[config.mk]
export PLATFORM = sky130hd
export DESIGN_NAME = rsc_cmd_handler
export DESIGN_NICKNAME = d
export VERILOG_FILES = /design/src/rsc_pkg.sv /design/src/rsc_crc_if.sv /design/src/rsc_cmd_handler.sv /design/src/rsc_crc16.sv
export SDC_FILE = /design/constraint.sdc
export NUM_CORES = 2
export LEC_CHECK = 0
export BUFFER_PORTS_ARGS = -buffer_cell sky130_fd_sc_hd__buf_2
export CAP_MARGIN = 15
export CORE_MARGIN = 5
export CORE_UTILIZATION = 45
export DETAILED_ROUTE_END_ITERATION = 10
export GPL_TIMING_DRIVEN = 1
export PLACE_DENSITY_LB_ADDON = 0.1
export SYNTH_ARGS = -nofsm -noshare
export SYNTH_HDL_FRONTEND = slang
export SYNTH_SLANG_ARGS = --single-unit
export TNS_END_PERCENT = 1
[constraint.sdc]
create_clock -name clock -period 5.1 [get_ports clock]
set_input_delay 0.51 -clock clock [delete_from_list [all_inputs] [get_ports clock]]
set_output_delay 0.51 -clock clock [all_outputs]
set_load 0.02 [all_outputs]
[src/rsc_pkg.sv]
// Purpose: Shared constants and types for the RTU slave command handler
// Assumes: 125 MHz clock, byte stream from a UART neighbour
// Notes:   Character time assumes 11 bits at 9600 baud
`default_nettype none

package rsc_pkg;
    // ============================================================
    // Commands and fields
    localparam logic [7:0]  CMD_READ      = 8'h03;
    localparam logic [7:0]  CMD_WRITE1    = 8'h06;
    localparam logic [7:0]  CMD_DIAG      = 8'h08;
    localparam logic [7:0]  CMD_WRITEN    = 8'h10;
    localparam logic [15:0] DIAG_ECHO     = 16'h0000;
    localparam logic [15:0] MAX_WORDS     = 16'h0010;
    localparam logic [7:0]  FACTORY_GROUP = 8'h63;
    localparam int          ALIAS_BIT     = 15;
    // ============================================================
    // Local parameter registers
    localparam logic [15:0] SEQ_MODE_ADDR = 16'h0A00;
    localparam logic [15:0] SEQ_RET_ADDR  = 16'h0A01;
    localparam logic [15:0] SEQ_RST       = 16'h0000;
    localparam logic [15:0] SEQ_MODE_MAX  = 16'h0002;
    localparam logic [15:0] SEQ_RET_MAX   = 16'h0001;
    // ============================================================
    // Exception replies
    localparam logic [7:0]  EXC_FLAG      = 8'h80;
    localparam logic [7:0]  EXC_NONE      = 8'h00;
    localparam logic [7:0]  EXC_FUNC      = 8'h01;
    localparam logic [7:0]  EXC_ADDR      = 8'h02;
    localparam logic [7:0]  EXC_VALUE     = 8'h03;
    localparam logic [7:0]  EXC_LOCK      = 8'h04;
    localparam logic [5:0]  EXC_LEN       = 6'h03;
    // ============================================================
    // Frame layout
    localparam int          BUF_DEPTH     = 64;
    localparam logic [6:0]  FIX_LEN       = 7'h08;
    localparam logic [8:0]  WRN_HDR_LEN   = 9'h009;
    localparam logic [5:0]  WRN_REPLY_LEN = 6'h06;
    localparam logic [5:0]  RD_HDR_LEN    = 6'h03;
    localparam logic [15:0] CRC_INIT      = 16'hFFFF;
    localparam logic [15:0] CRC_POLY      = 16'hA001;
    // ============================================================
    // Timing
    localparam int          CLK_NS        = 8;
    localparam int          CHAR_NS       = 1145834;
    localparam int          GAP_HALF_CHARS = 7;
    localparam int          GAP_CYCLES_DFLT =
        ((CHAR_NS * GAP_HALF_CHARS) / 2 + CLK_NS - 1) / CLK_NS;

    typedef enum logic [2:0] {
        ST_RX, ST_DECODE, ST_CHECK, ST_EXEC, ST_BUILD, ST_TX, ST_GAP
    } rsc_state_t;
endpackage : rsc_pkg

`default_nettype wire

[src/rsc_crc_if.sv]
// Purpose: Carrier between the handler and a check-byte engine
// Assumes: One engine per interface instance
// Notes:   crc holds the running value
`default_nettype none

interface rsc_crc_if;
    logic        init;
    logic        en;
    logic [7:0]  data;
    logic [15:0] crc;
    modport user   (output init, output en, output data, input crc);
    modport engine (input init, input en, input data, output crc);
endinterface : rsc_crc_if

`default_nettype wire

[src/rsc_cmd_handler.sv]
// Purpose: RTU slave command handler, frame in to reply out
// Assumes: rx/tx bytes from a UART neighbour, synchronous inputs
// Notes:   Parameter store outside, looked up by par_addr; sequencer mode and retention words read from local registers
`default_nettype none

module rsc_cmd_handler
    import rsc_pkg::*;
#(
    parameter int GAP_CYCLES = GAP_CYCLES_DFLT
) (
    input  wire logic        clock,
    input  wire logic        rst,
    input  wire logic [7:0]  slave_addr,
    input  wire logic        drive_running,
    input  wire logic [7:0]  rx_data,
    input  wire logic        rx_valid,
    output logic      [7:0]  tx_data,
    output logic             tx_valid,
    input  wire logic        tx_ready,
    output logic      [15:0] par_addr,
    input  wire logic [15:0] par_rdata,
    input  wire logic        par_run_lock,
    input  wire logic        par_no_mod,
    output logic             par_wr,
    output logic      [15:0] par_waddr,
    output logic      [15:0] par_wdata,
    output logic             par_wr_nv,
    output logic      [15:0] sequencer_mode_select,
    output logic      [15:0] sequencer_retention_select
);
    rsc_state_t  state_r;
    logic [7:0]  rb [BUF_DEPTH];
    logic [7:0]  tb [BUF_DEPTH];
    logic [6:0]  rx_cnt_r;
    logic [31:0] gap_cnt_r;
    logic        op_wr_r;
    logic [4:0]  op_n_r;
    logic [4:0]  idx_r;
    logic        alias_r;
    logic [15:0] par_addr_r;
    logic [5:0]  tx_len_r;
    logic [5:0]  tx_idx_r;
    logic        echo_r;
    logic [1:0]  crc_ph_r;
    logic [7:0]  tx_data_r;
    logic        tx_valid_r;
    logic        par_wr_r;
    logic [15:0] par_waddr_r;
    logic [15:0] par_wdata_r;
    logic        par_nv_r;
    logic [15:0] seq_mode_r;
    logic [15:0] seq_ret_r;

    rsc_crc_if rxc ();
    rsc_crc_if txc ();

    rsc_crc16 u_rx_crc (.clock(clock), .rst(rst), .cif(rxc.engine));
    rsc_crc16 u_tx_crc (.clock(clock), .rst(rst), .cif(txc.engine));

    // ============================================================
    // Frame field decode
    wire [7:0]  b_cmd   = rb[1];
    wire [15:0] b_addr  = {rb[2], rb[3]};
    wire [15:0] b_q     = {rb[4], rb[5]};
    wire [7:0]  b_bc    = rb[6];
    wire [15:0] b_base  = {1'b0, b_addr[ALIAS_BIT-1:0]};
    wire        gap_end = gap_cnt_r == 32'(GAP_CYCLES - 1);
    wire        frame_ok = (rxc.crc == 16'h0000) && (rx_cnt_r >= 7'h04) && !rx_cnt_r[6]
                           && (rb[0] == slave_addr);
    wire        len8    = rx_cnt_r == FIX_LEN;
    wire        q_ok    = (b_q != 16'h0000) && (b_q <= MAX_WORDS);
    wire        wrn_len = {2'b00, rx_cnt_r} == WRN_HDR_LEN + {1'b0, b_bc};
    wire        bc_ok   = {8'h00, b_bc} == {b_q[14:0], 1'b0};
    wire        known   = (b_cmd == CMD_READ) || (b_cmd == CMD_WRITE1) ||
                          (b_cmd == CMD_DIAG) || (b_cmd == CMD_WRITEN);
    wire        diag_ok = (b_cmd == CMD_DIAG) && len8 && (b_addr == DIAG_ECHO);
    wire        bad_val = ((b_cmd == CMD_READ) && len8 && !q_ok) ||
                          ((b_cmd == CMD_WRITEN) && wrn_len && !(q_ok && bc_ok));
    wire [7:0]  dec_code = !known ? EXC_FUNC :
                           ((b_cmd == CMD_DIAG) && len8 && !diag_ok) ? EXC_FUNC :
                           bad_val ? EXC_VALUE : EXC_NONE;
    wire        dec_run = (((b_cmd == CMD_READ) || (b_cmd == CMD_WRITE1)) && len8) ||
                          ((b_cmd == CMD_WRITEN) && wrn_len);

    // ============================================================
    // Per-word access checks
    wire [5:0]  w_hi_i  = 6'(7 + 2 * idx_r);
    wire [5:0]  w_lo_i  = 6'(8 + 2 * idx_r);
    wire [5:0]  r_hi_i  = 6'(3 + 2 * idx_r);
    wire [5:0]  r_lo_i  = 6'(4 + 2 * idx_r);
    wire [15:0] w_data  = (b_cmd == CMD_WRITE1) ? b_q : {rb[w_hi_i], rb[w_lo_i]};
    wire        is_mode = par_addr_r == SEQ_MODE_ADDR;
    wire        is_ret  = par_addr_r == SEQ_RET_ADDR;
    wire        is_int  = is_mode || is_ret;
    wire        factory = par_addr_r[15:8] == FACTORY_GROUP;
    wire        locked  = !is_int && (par_no_mod || (par_run_lock && drive_running));
    wire        out_rng = (is_mode && (w_data > SEQ_MODE_MAX)) || (is_ret && (w_data > SEQ_RET_MAX));
    wire [7:0]  chk_code = factory ? EXC_ADDR :
                           (!op_wr_r && alias_r) ? EXC_ADDR :
                           (op_wr_r && locked) ? EXC_LOCK :
                           (op_wr_r && out_rng) ? EXC_VALUE : EXC_NONE;
    wire        last    = idx_r == (op_n_r - 5'h01);
    wire [15:0] rd_word = is_mode ? seq_mode_r : is_ret ? seq_ret_r : par_rdata;

    // ============================================================
    // Transmit source
    wire        tx_load = (state_r == ST_TX) && (!tx_valid_r || tx_ready);
    wire        tx_more = tx_idx_r < tx_len_r;
    wire [7:0]  tx_src  = echo_r ? rb[tx_idx_r] : tb[tx_idx_r];

    assign rxc.init = state_r != ST_RX;
    assign rxc.en   = (state_r == ST_RX) && rx_valid && !rx_cnt_r[6];
    assign rxc.data = rx_data;
    assign txc.init = state_r != ST_TX;
    assign txc.en   = tx_load && tx_more && !echo_r;
    assign txc.data = tx_src;

    // ============================================================
    // Control and datapath
    always_ff @(posedge clock) begin
        if (rst) begin
            state_r     <= ST_RX;
            rx_cnt_r    <= '0;
            gap_cnt_r   <= '0;
            op_wr_r     <= 1'b0;
            op_n_r      <= '0;
            idx_r       <= '0;
            alias_r     <= 1'b0;
            par_addr_r  <= '0;
            tx_len_r    <= '0;
            tx_idx_r    <= '0;
            echo_r      <= 1'b0;
            crc_ph_r    <= '0;
            tx_data_r   <= '0;
            tx_valid_r  <= 1'b0;
            par_wr_r    <= 1'b0;
            par_waddr_r <= '0;
            par_wdata_r <= '0;
            par_nv_r    <= 1'b0;
            seq_mode_r  <= SEQ_RST;
            seq_ret_r   <= SEQ_RST;
        end else begin
            par_wr_r <= 1'b0;
            case (state_r)
                ST_RX: begin
                    if (rx_valid) begin
                        if (!rx_cnt_r[6]) begin
                            rb[rx_cnt_r[5:0]] <= rx_data;
                            rx_cnt_r <= rx_cnt_r + 7'h01;
                        end
                        gap_cnt_r <= '0;
                    end else if (rx_cnt_r != 7'h00) begin
                        if (gap_end) begin
                            state_r <= ST_DECODE;
                        end else begin
                            gap_cnt_r <= gap_cnt_r + 32'h1;
                        end
                    end
                end
                ST_DECODE: begin
                    rx_cnt_r   <= '0;
                    gap_cnt_r  <= '0;
                    state_r    <= ST_RX;
                    par_addr_r <= b_base;
                    alias_r    <= b_addr[ALIAS_BIT];
                    idx_r      <= '0;
                    op_wr_r    <= b_cmd != CMD_READ;
                    op_n_r     <= (b_cmd == CMD_WRITE1) ? 5'h01 : b_q[4:0];
                    tx_idx_r   <= '0;
                    crc_ph_r   <= '0;
                    echo_r     <= 1'b0;
                    tb[0]      <= slave_addr;
                    tb[1]      <= b_cmd | EXC_FLAG;
                    tx_len_r   <= EXC_LEN;
                    if (frame_ok) begin
                        if (dec_code != EXC_NONE) begin
                            tb[2]   <= dec_code;
                            state_r <= ST_TX;
                        end else if (diag_ok) begin
                            echo_r   <= 1'b1;
                            tx_len_r <= FIX_LEN[5:0];
                            state_r  <= ST_TX;
                        end else if (dec_run) begin
                            state_r <= ST_CHECK;
                        end
                    end
                end
                ST_CHECK: begin
                    if (chk_code != EXC_NONE) begin
                        tb[2]   <= chk_code;
                        state_r <= ST_TX;
                    end else if (last) begin
                        idx_r      <= '0;
                        par_addr_r <= b_base;
                        state_r    <= ST_EXEC;
                    end else begin
                        idx_r      <= idx_r + 5'h01;
                        par_addr_r <= par_addr_r + 16'h0001;
                    end
                end
                ST_EXEC: begin
                    if (op_wr_r) begin
                        par_wr_r    <= 1'b1;
                        par_waddr_r <= par_addr_r;
                        par_wdata_r <= w_data;
                        par_nv_r    <= !alias_r;
                        if (is_mode) begin
                            seq_mode_r <= w_data;
                        end
                        if (is_ret) begin
                            seq_ret_r <= w_data;
                        end
                    end else begin
                        tb[r_hi_i] <= rd_word[15:8];
                        tb[r_lo_i] <= rd_word[7:0];
                    end
                    if (last) begin
                        state_r <= ST_BUILD;
                    end else begin
                        idx_r      <= idx_r + 5'h01;
                        par_addr_r <= par_addr_r + 16'h0001;
                    end
                end
                ST_BUILD: begin
                    tb[1]   <= b_cmd;
                    state_r <= ST_TX;
                    if (b_cmd == CMD_READ) begin
                        tb[2]    <= {b_q[6:0], 1'b0};
                        tx_len_r <= RD_HDR_LEN + {b_q[4:0], 1'b0};
                    end else if (b_cmd == CMD_WRITE1) begin
                        echo_r   <= 1'b1;
                        tx_len_r <= FIX_LEN[5:0];
                    end else begin
                        tb[2]    <= rb[2];
                        tb[3]    <= rb[3];
                        tb[4]    <= rb[4];
                        tb[5]    <= rb[5];
                        tx_len_r <= WRN_REPLY_LEN;
                    end
                end
                ST_TX: begin
                    if (tx_load) begin
                        if (tx_more) begin
                            tx_data_r  <= tx_src;
                            tx_valid_r <= 1'b1;
                            tx_idx_r   <= tx_idx_r + 6'h01;
                        end else if (!echo_r && (crc_ph_r == 2'd0)) begin
                            tx_data_r <= txc.crc[7:0];
                            crc_ph_r  <= 2'd1;
                        end else if (!echo_r && (crc_ph_r == 2'd1)) begin
                            tx_data_r <= txc.crc[15:8];
                            crc_ph_r  <= 2'd2;
                        end else begin
                            tx_valid_r <= 1'b0;
                            gap_cnt_r  <= '0;
                            state_r    <= ST_GAP;
                        end
                    end
                end
                ST_GAP: begin
                    if (gap_end) begin
                        gap_cnt_r <= '0;
                        state_r   <= ST_RX;
                    end else begin
                        gap_cnt_r <= gap_cnt_r + 32'h1;
                    end
                end
                default: begin
                    state_r <= ST_RX;
                end
            endcase
        end
    end

    assign tx_data                    = tx_data_r;
    assign tx_valid                   = tx_valid_r;
    assign par_addr                   = par_addr_r;
    assign par_wr                     = par_wr_r;
    assign par_waddr                  = par_waddr_r;
    assign par_wdata                  = par_wdata_r;
    assign par_wr_nv                  = par_nv_r;
    assign sequencer_mode_select      = seq_mode_r;
    assign sequencer_retention_select = seq_ret_r;
endmodule : rsc_cmd_handler

`default_nettype wire

[src/rsc_crc16.sv]
// Purpose: Bytewise frame check byte engine
// Assumes: At most one byte per cycle
// Notes:   Residue over a good frame with its check bytes is zero
`default_nettype none

module rsc_crc16
    import rsc_pkg::*;
(
    input wire logic clock,
    input wire logic rst,
    rsc_crc_if.engine cif
);
    logic [15:0] crc_r;
    logic [15:0] crc_nxt;

    // ============================================================
    // One byte, eight shift steps
    always_comb begin
        crc_nxt = crc_r ^ {8'h00, cif.data};
        for (int k = 0; k < 8; k++) begin
            crc_nxt = crc_nxt[0] ? ((crc_nxt >> 1) ^ CRC_POLY) : (crc_nxt >> 1);
        end
    end

    always_ff @(posedge clock) begin
        if (rst || cif.init) begin
            crc_r <= CRC_INIT;
        end else if (cif.en) begin
            crc_r <= crc_nxt;
        end
    end

    assign cif.crc = crc_r;
endmodule : rsc_crc16

`default_nettype wire

After elaboration in Yosys (flattened, before gate mapping):

Memories as Yosys holds them, arrays and structs flattened. A register that Yosys moved wholly into a read port is not among the register bits.
Cells that the tools add are included.

* input bits: 39
* memories kept: 2
* word-level logic and storage cells: 329
* register bits: 192
* output and inout bits: 91
* bits in writable memories: 1024

* bitwise operators: 23
* muxes and demuxes: 141
* add/sub/neg operators: 12
* magnitude comparators: 5
* reductions and logical operators: 79
* eq/ne operators: 44

Memories
* rb: depth 64, width 8, rd ports 10, clocked after memory_dff 1, write ports 1, line rsc_cmd_handler.sv:32 `logic [7:0] rb [BUF_DEPTH];`
* tb: depth 64, width 8, rd ports 1, clocked after memory_dff 1, write ports 5, line rsc_cmd_handler.sv:33 `logic [7:0] tb [BUF_DEPTH];`

Operators with widths (number)
* 16-bit 2-to-1 mux: 22
* 32-bit 2-to-1 mux: 8
* 32-bit case mux with 4 select lines: 1
* 8-bit 2-to-1 mux: 11
* 6-bit 2-to-1 mux: 10
* 3-bit 2-to-1 mux: 17
* 2-bit NOT with 3-bit output: 16
* 16-bit case mux with 3 select lines: 1
* 1-bit 2-to-1 mux: 45
* 2-bit inequality test (second input constant): 17
* 32-bit by 1-bit adder with 32-bit output (second input constant): 1
* 16-bit by 12-bit equality test with 1-bit output (second input constant): 2
* 32-bit by 19-bit equality test with 1-bit output (second input constant): 1
* 16-bit zero test: 2
* 16-bit by 8-bit XOR with 16-bit output: 2
* 1-bit logical AND: 27
* 6-bit case mux with 2 select lines: 2
* 8-bit OR reduction: 3
* 3-bit case mux with 7 select lines: 1
* 3-bit AND reduction: 7
* 5-bit 2-to-1 mux: 4
* 2-bit 2-to-1 mux: 9
* 16-bit by 1-bit adder with 16-bit output (second input constant): 1
* 8-bit by 16-bit equality test with 1-bit output: 1
* other kinds (54): 93

Longest topological paths before layout:

An unclocked memory read counts as a cell.

* word-level depth: 19
* gate-level depth with buffers: 19
* mapped depth without buffers: 13

Hierarchy:

From an unflattened synthesis, not the netlist that was laid out.

* cell total of the unflattened synthesis: 3412
* area total of the unflattened synthesis: 55120.4 um^2

By module, submodules not included
* rsc_cmd_handler: area an instance 53458.8 um^2, sequential area each 34072.7 um^2, times used 1, cells each 3230
* rsc_crc16: area an instance 830.8 um^2, sequential area each 320.3 um^2, times used 2, cells each 91

Worst setup path before layout:

No wires, ideal clock.

* kind: reg2reg
* start point: reg idx_r[1]
* end point: reg idx_r[2]
* buffers on the path: 6
* cell stages (with the launch flop): 18
* setup slack: 0.528 ns
* data arrival time: 4.502 ns
* library setup time: 0.070 ns
* clock period less this slack: 4.572 ns
* cell sequence: dfxtp_1 clkbuf_1 buf_2 buf_2 inv_1 ha_1 clkbuf_1 clkbuf_1 mux4_2 mux4_2 mux2i_1 a31oi_1 nor2_1 a31oi_1 o31a_1 buf_2 or4b_1 a21oi_1

* longest elaborated chain between the ends: 14

Ends and longest elaborated chain
* from (decl): line rsc_cmd_handler.sv:38 `logic [4:0] idx_r;`
* from (signal assigned): line rsc_cmd_handler.sv:197 `idx_r <= idx_r + 5'h01;`
* from (signal assigned): line rsc_cmd_handler.sv:220 `idx_r <= idx_r + 5'h01;`
* 4-bit by 6-bit adder with 6-bit output or 3-bit by 6-bit adder with 6-bit output (tied branches): line rsc_cmd_handler.sv:88, rsc_cmd_handler.sv:87
* memory read 64 x 8 bit
* 16-bit 2-to-1 mux: line rsc_cmd_handler.sv:91 `wire [15:0] w_data = (b_cmd == CMD_WRITE1) ? b_q : {rb[w_hi_i], rb[w_lo_i]};`
* 16-bit by 2-bit greater-than comparator with 1-bit output or 16-bit by 1-bit greater-than comparator with 1-bit output (tied branches): line rsc_cmd_handler.sv:97 `wire out_rng = (is_mode && (w_data > SEQ_MODE_MAX)) || (is_ret && (w_data > SEQ_RET_MAX));`
* 1-bit logical AND: line rsc_cmd_handler.sv:97
* 1-bit logical OR: line rsc_cmd_handler.sv:97
* 1-bit logical AND: line rsc_cmd_handler.sv:101 `(op_wr_r && out_rng) ? EXC_VALUE : EXC_NONE;`
* 2-bit 2-to-1 mux: line rsc_cmd_handler.sv:101
* 3-bit 2-to-1 mux: line rsc_cmd_handler.sv:100 `(op_wr_r && locked) ? EXC_LOCK :`
* 3-bit 2-to-1 mux: line rsc_cmd_handler.sv:99 `(!op_wr_r && alias_r) ? EXC_ADDR :`
* 3-bit 2-to-1 mux: line rsc_cmd_handler.sv:98 `wire [7:0] chk_code = factory ? EXC_ADDR :`
* 8-bit nonzero test: line rsc_cmd_handler.sv:189 `if (chk_code != EXC_NONE) begin`
* 2-bit inequality test (no line)
* 3-bit AND reduction (no line)

Several ways; a longest one is shown, not always the timed one. The select of a mux whose other input is x is not followed.
A chain may end at the register's enable or synchronous reset.

Worst setup path after layout:

* start point: reg idx_r[1]
* end point: reg par_addr_r[6], in the netlist par_addr[6]

* longest elaborated chain between the ends: 14

Ends and longest elaborated chain
* 4-bit by 6-bit adder with 6-bit output or 3-bit by 6-bit adder with 6-bit output (tied branches): line rsc_cmd_handler.sv:88, rsc_cmd_handler.sv:87
* memory read 64 x 8 bit
* 16-bit 2-to-1 mux: line rsc_cmd_handler.sv:91
* 16-bit by 2-bit greater-than comparator with 1-bit output or 16-bit by 1-bit greater-than comparator with 1-bit output (tied branches): line rsc_cmd_handler.sv:97
* 1-bit logical AND: line rsc_cmd_handler.sv:97
* 1-bit logical OR: line rsc_cmd_handler.sv:97
* 1-bit logical AND: line rsc_cmd_handler.sv:101
* 2-bit 2-to-1 mux: line rsc_cmd_handler.sv:101
* 3-bit 2-to-1 mux: line rsc_cmd_handler.sv:100
* 3-bit 2-to-1 mux: line rsc_cmd_handler.sv:99
* 3-bit 2-to-1 mux: line rsc_cmd_handler.sv:98
* 8-bit nonzero test: line rsc_cmd_handler.sv:189
* 2-bit inequality test (no line)
* 3-bit AND reduction (no line)
* to (signal assigned): line rsc_cmd_handler.sv:194 `par_addr_r <= b_base;`
* to (signal assigned): line rsc_cmd_handler.sv:198 `par_addr_r <= par_addr_r + 16'h0001;`
* to (signal assigned): line rsc_cmd_handler.sv:221 `par_addr_r <= par_addr_r + 16'h0001;`
* to (decl): line rsc_cmd_handler.sv:40 `logic [15:0] par_addr_r;`

Several ways; a longest one is shown, not always the timed one. The select of a mux whose other input is x is not followed.

==> impl_metrics.ini <==
[outcome]
status = finished, final reports clean

[floorplan]
core_um2 = 123000
boundaryPins = 130
initial_core_util_pct = 45.1
placement_rows = 129
die_area_um2 = 131000
dieHeight_um = 361
die_w_um = 361

[global_route]
grt_pass1_vias = 34861
grt_max_degree = 79
grt_pass1_wl_um = 271000
overflow = 0
antenna_found_initial = 9
grt.total_usage_pct = 29.1

[clocking]
cts.sinks = 1222
post_cts_resized = 0
clock_path_buffers = 3
cts_setup_buffers = 0
numCtsBuffers = 135
cts_tree = yes
cts_root_buf = clkbuf_16
cts_hold_buf = 0
cts.htree.levels = 4
clk_pin_slew_worst_paths_ns = 0.06
clk_latency_ns = 0.75

[sta]
hold_violations = 0
rsz0062_at_grt = no
timing.final.crit_period_ns = 4.77
final_max_slew_viol_count = 0
setup_ws_ns = 0.333
skew_ns = 0.0319
setup_viol = 0
final.setup.tns_ns = 0
slew-limit-headroom_pct = 5.85
fin_crit_sh_pct = 93.5
max_slew.worst_pin.slew_ns = 1.41
fmax_mhz = 210

[synth]
mappedNetlistArea_um2 = 55600
synthArstFlopShare_pct = 0
synth_nets = 3726
yosys.area.top_type = edfxtp_1
yosys_warnings = 0
avgSynthCellArea_um2 = 15.2
synth_flop_cell = edfxtp_1
synth.distinct_cells = 79
synthCells = 3663
synth-seq-cells = 1222
synthTopCellsByArea = edfxtp_1 55%, mux4_2 13%, dfxtp_1 7.1%, mux2i_1 3.9%, nor2_1 2.2%
synth-edff-count = 1024
synth_top_area_share_pct = 55.3
ys_seq_area_share_pct = 62.5

[power_and_ir_drop]
p_leak_nw = 19.9
switchingPower_w = 0.00438
clkPwrFrac_pct = 45.2
p_seq_share_pct = 52.5
ir_drop_mv = 0.306
pwr-share-comb_pct = 2.2
power_density_nw_per_um2 = 328
swShare_pct = 21.2
internal-power_w = 0.0163

[hold_path]
hold_path_startpoint = rx_valid
hold_class = input pin to register
hold_depth = 3
worst_hold_path.endpoint = rx_cnt_r[6]$_SDFFE_PP0P_

[setup_path]
cp.arrival_ns = 5.41
endpoint_kind = register
worstReg2RegEnd = par_addr[6]$_SDFFE_PP0P_
critPathKind = register to register
reg2reg_from = idx_r[1]$_SDFFE_PP0P_
cp_max_fo = 71
worstPathRequired_ns = 5.75
start_kind = register
r2r_slack_ns = 0.33
reg2reg_depth = 13

[route]
wire_per_inst_um = 34.2
first_pass_iters = 6
wirelength_um = 193000
vias_per_cell = 6.32
drt.antenna.violating_nets = 0
dr_total_vias = 35618
drc = 0
drt_iter0_drc = 4415

[placed_design]
place_hpwl_um = 135000
placed_area_um2 = 58900
dp.cells = 5388
portBuffers = 129
gp_congestion = 0.968
dpl_worst_slack_ns = 0.447

[finish]
layout-drive-gt1-share_pct = 24.0
ff_latch_area_um2 = 34700
layoutNonFillerInstCount = 5633
finalInstanceArea_um2 = 63100
n_fill_cell = 10236
final_cell_mix = 1024 x edfxtp_1, 327 x mux4_2, 316 x nor2_1, 214 x mux2i_1, 210 x nand2_1
multi_input_area_um2 = 19600
nets = 3954
syn2layout_area_growth_pct = 13.6
final_common_cell = edfxtp_1

[job]
maxCapViolCount = 0
## worst max-delay path: stages (launching register included)
cell	delay, ns
dfxtp_4	0.38
buf_12	0.37
ha_1	0.35
a21oi_1	0.08
xnor2_1	0.61
nor2b_1	0.47
a32oi_1	0.17
a31oi_1	0.28
nand4_1	0.19
a21oi_1	0.20
a31oi_1	0.23
o31ai_1	0.35
nand2_1	0.50
o32ai_1	0.46
## routing by layer
| metal | track usage, % | share of wire (%) |
|---|---|---|
| met5 | 0 | 0.014 |
| met4 | 13.0 | 5.0 |
| met3 | 6.41 | 8.8 |
| met2 | 44.9 | 46 |
| met1 | 39.9 | 40 |
## flip-flops by register name, summed over array words and instances (netlist names), 5 cells and up, named ones only
name,flops
tx_data,8
u_rx_crc.cif.crc,16
rb,512
par_wdata,16
idx_r,5
sequencer_retention_select,16
par_waddr,16
u_tx_crc.cif.crc,16
rx_cnt_r,7
gap_cnt_r,32
par_addr,16
tx_len_r,6
op_n_r,5
sequencer_mode_select,16
tx_idx_r,6
tb,512
## power by group through the flow
stage | Clock (W) | Sequential (W) | Combinational (W)
after detailed placement | 0 | 0.0111 | 0.000467
after CTS | 0.00948 | 0.0109 | 0.000468
after floorplan | 0 | 0.0111 | 0.000223
final | 0.00937 | 0.0109 | 0.000466
after global placement | 0 | 0.0111 | 0.000464
after global routing | 0.00992 | 0.0109 | 0.000495
## stage by stage
stage | power (W) | hold slack (ns) | utilization, %
floorplan | 0.0113 | 0.416 | -
global placement | 0.0115 | 0.437 | 47.8
detailed placement | 0.0115 | 0.431 | 47.8
CTS | 0.0208 | 0.0867 | 51.2
global route | 0.0213 | 0.130 | 51.3
finish | 0.0207 | 0.128 | 51.3
## worst max-delay path by stage
stage | cells past startpoint | to | startpoint | slack, ns
6_report | 13 | par_addr[6]$_SDFFE_PP0P_ | idx_r[1]$_SDFFE_PP0P_ | 0.33
5_1_grt | 13 | par_addr[10]$_SDFFE_PP0P_ | idx_r[1]$_SDFFE_PP0P_ | 0.1
4_1_cts | 13 | par_addr[6]$_SDFFE_PP0P_ | idx_r[1]$_SDFFE_PP0P_ | 0.41
3_5_place_dp | 13 | par_addr[5]$_SDFFE_PP0P_ | idx_r[1]$_SDFFE_PP0P_ | 0.45
3_3_place_gp | 13 | idx_r[1]$_SDFFE_PP0P_ | idx_r[1]$_SDFFE_PP0P_ | 0.56
2_1_floorplan | 17 | idx_r[2]$_SDFFE_PP0P_ | idx_r[1]$_SDFFE_PP0P_ | 0.53
## cells by family (layout without fill, tap and decap cells)
| group | Yosys count | in the layout | share of synthesized area, % |
|---|---|---|---|
| AOI/OAI and AO/OA | 528 | 528 | 6.46 |
| xor gates and xnor gates | 126 | 126 | 2.10 |
| adders and majority gates | 24 | 24 | 0.540 |
| buffers and inverters | 290 | 620 | 2.70 |
| DFF | 1222 | 1222 | 62.5 |
| muxes | 599 | 599 | 18.3 |
| other | 0 | 3 | 0 |
| and+or+nand+nor | 874 | 874 | 7.44 |
## synthesized netlist by cell type (all sizes together) (38+ instances only)
cell type / count
clkbuf: 133
a22oi: 112
nand2: 211
xnor2: 92
mux2: 58
a211oi: 64
buf: 109
inv: 47
nand3: 45
edfxtp: 1024
nor4: 38
dfxtp: 198
nor3: 58
a21oi: 143
mux4: 327
o21ai: 52
nor2: 320
mux2i: 214
## layout make-up
cell class | instances | area share (%)
sequential | 1222 | 55.0
multi-input combinational | 2151 | 31.1
clock buffer | 183 | 5.89
timing repair buffer | 333 | 3.77
tap | 1637 | 3.24
clock inverter | 56 | 0.717
inverter | 48 | 0.285
antenna | 3 | 0.0119
Note: power is estimated with default switching activity, not from simulation.
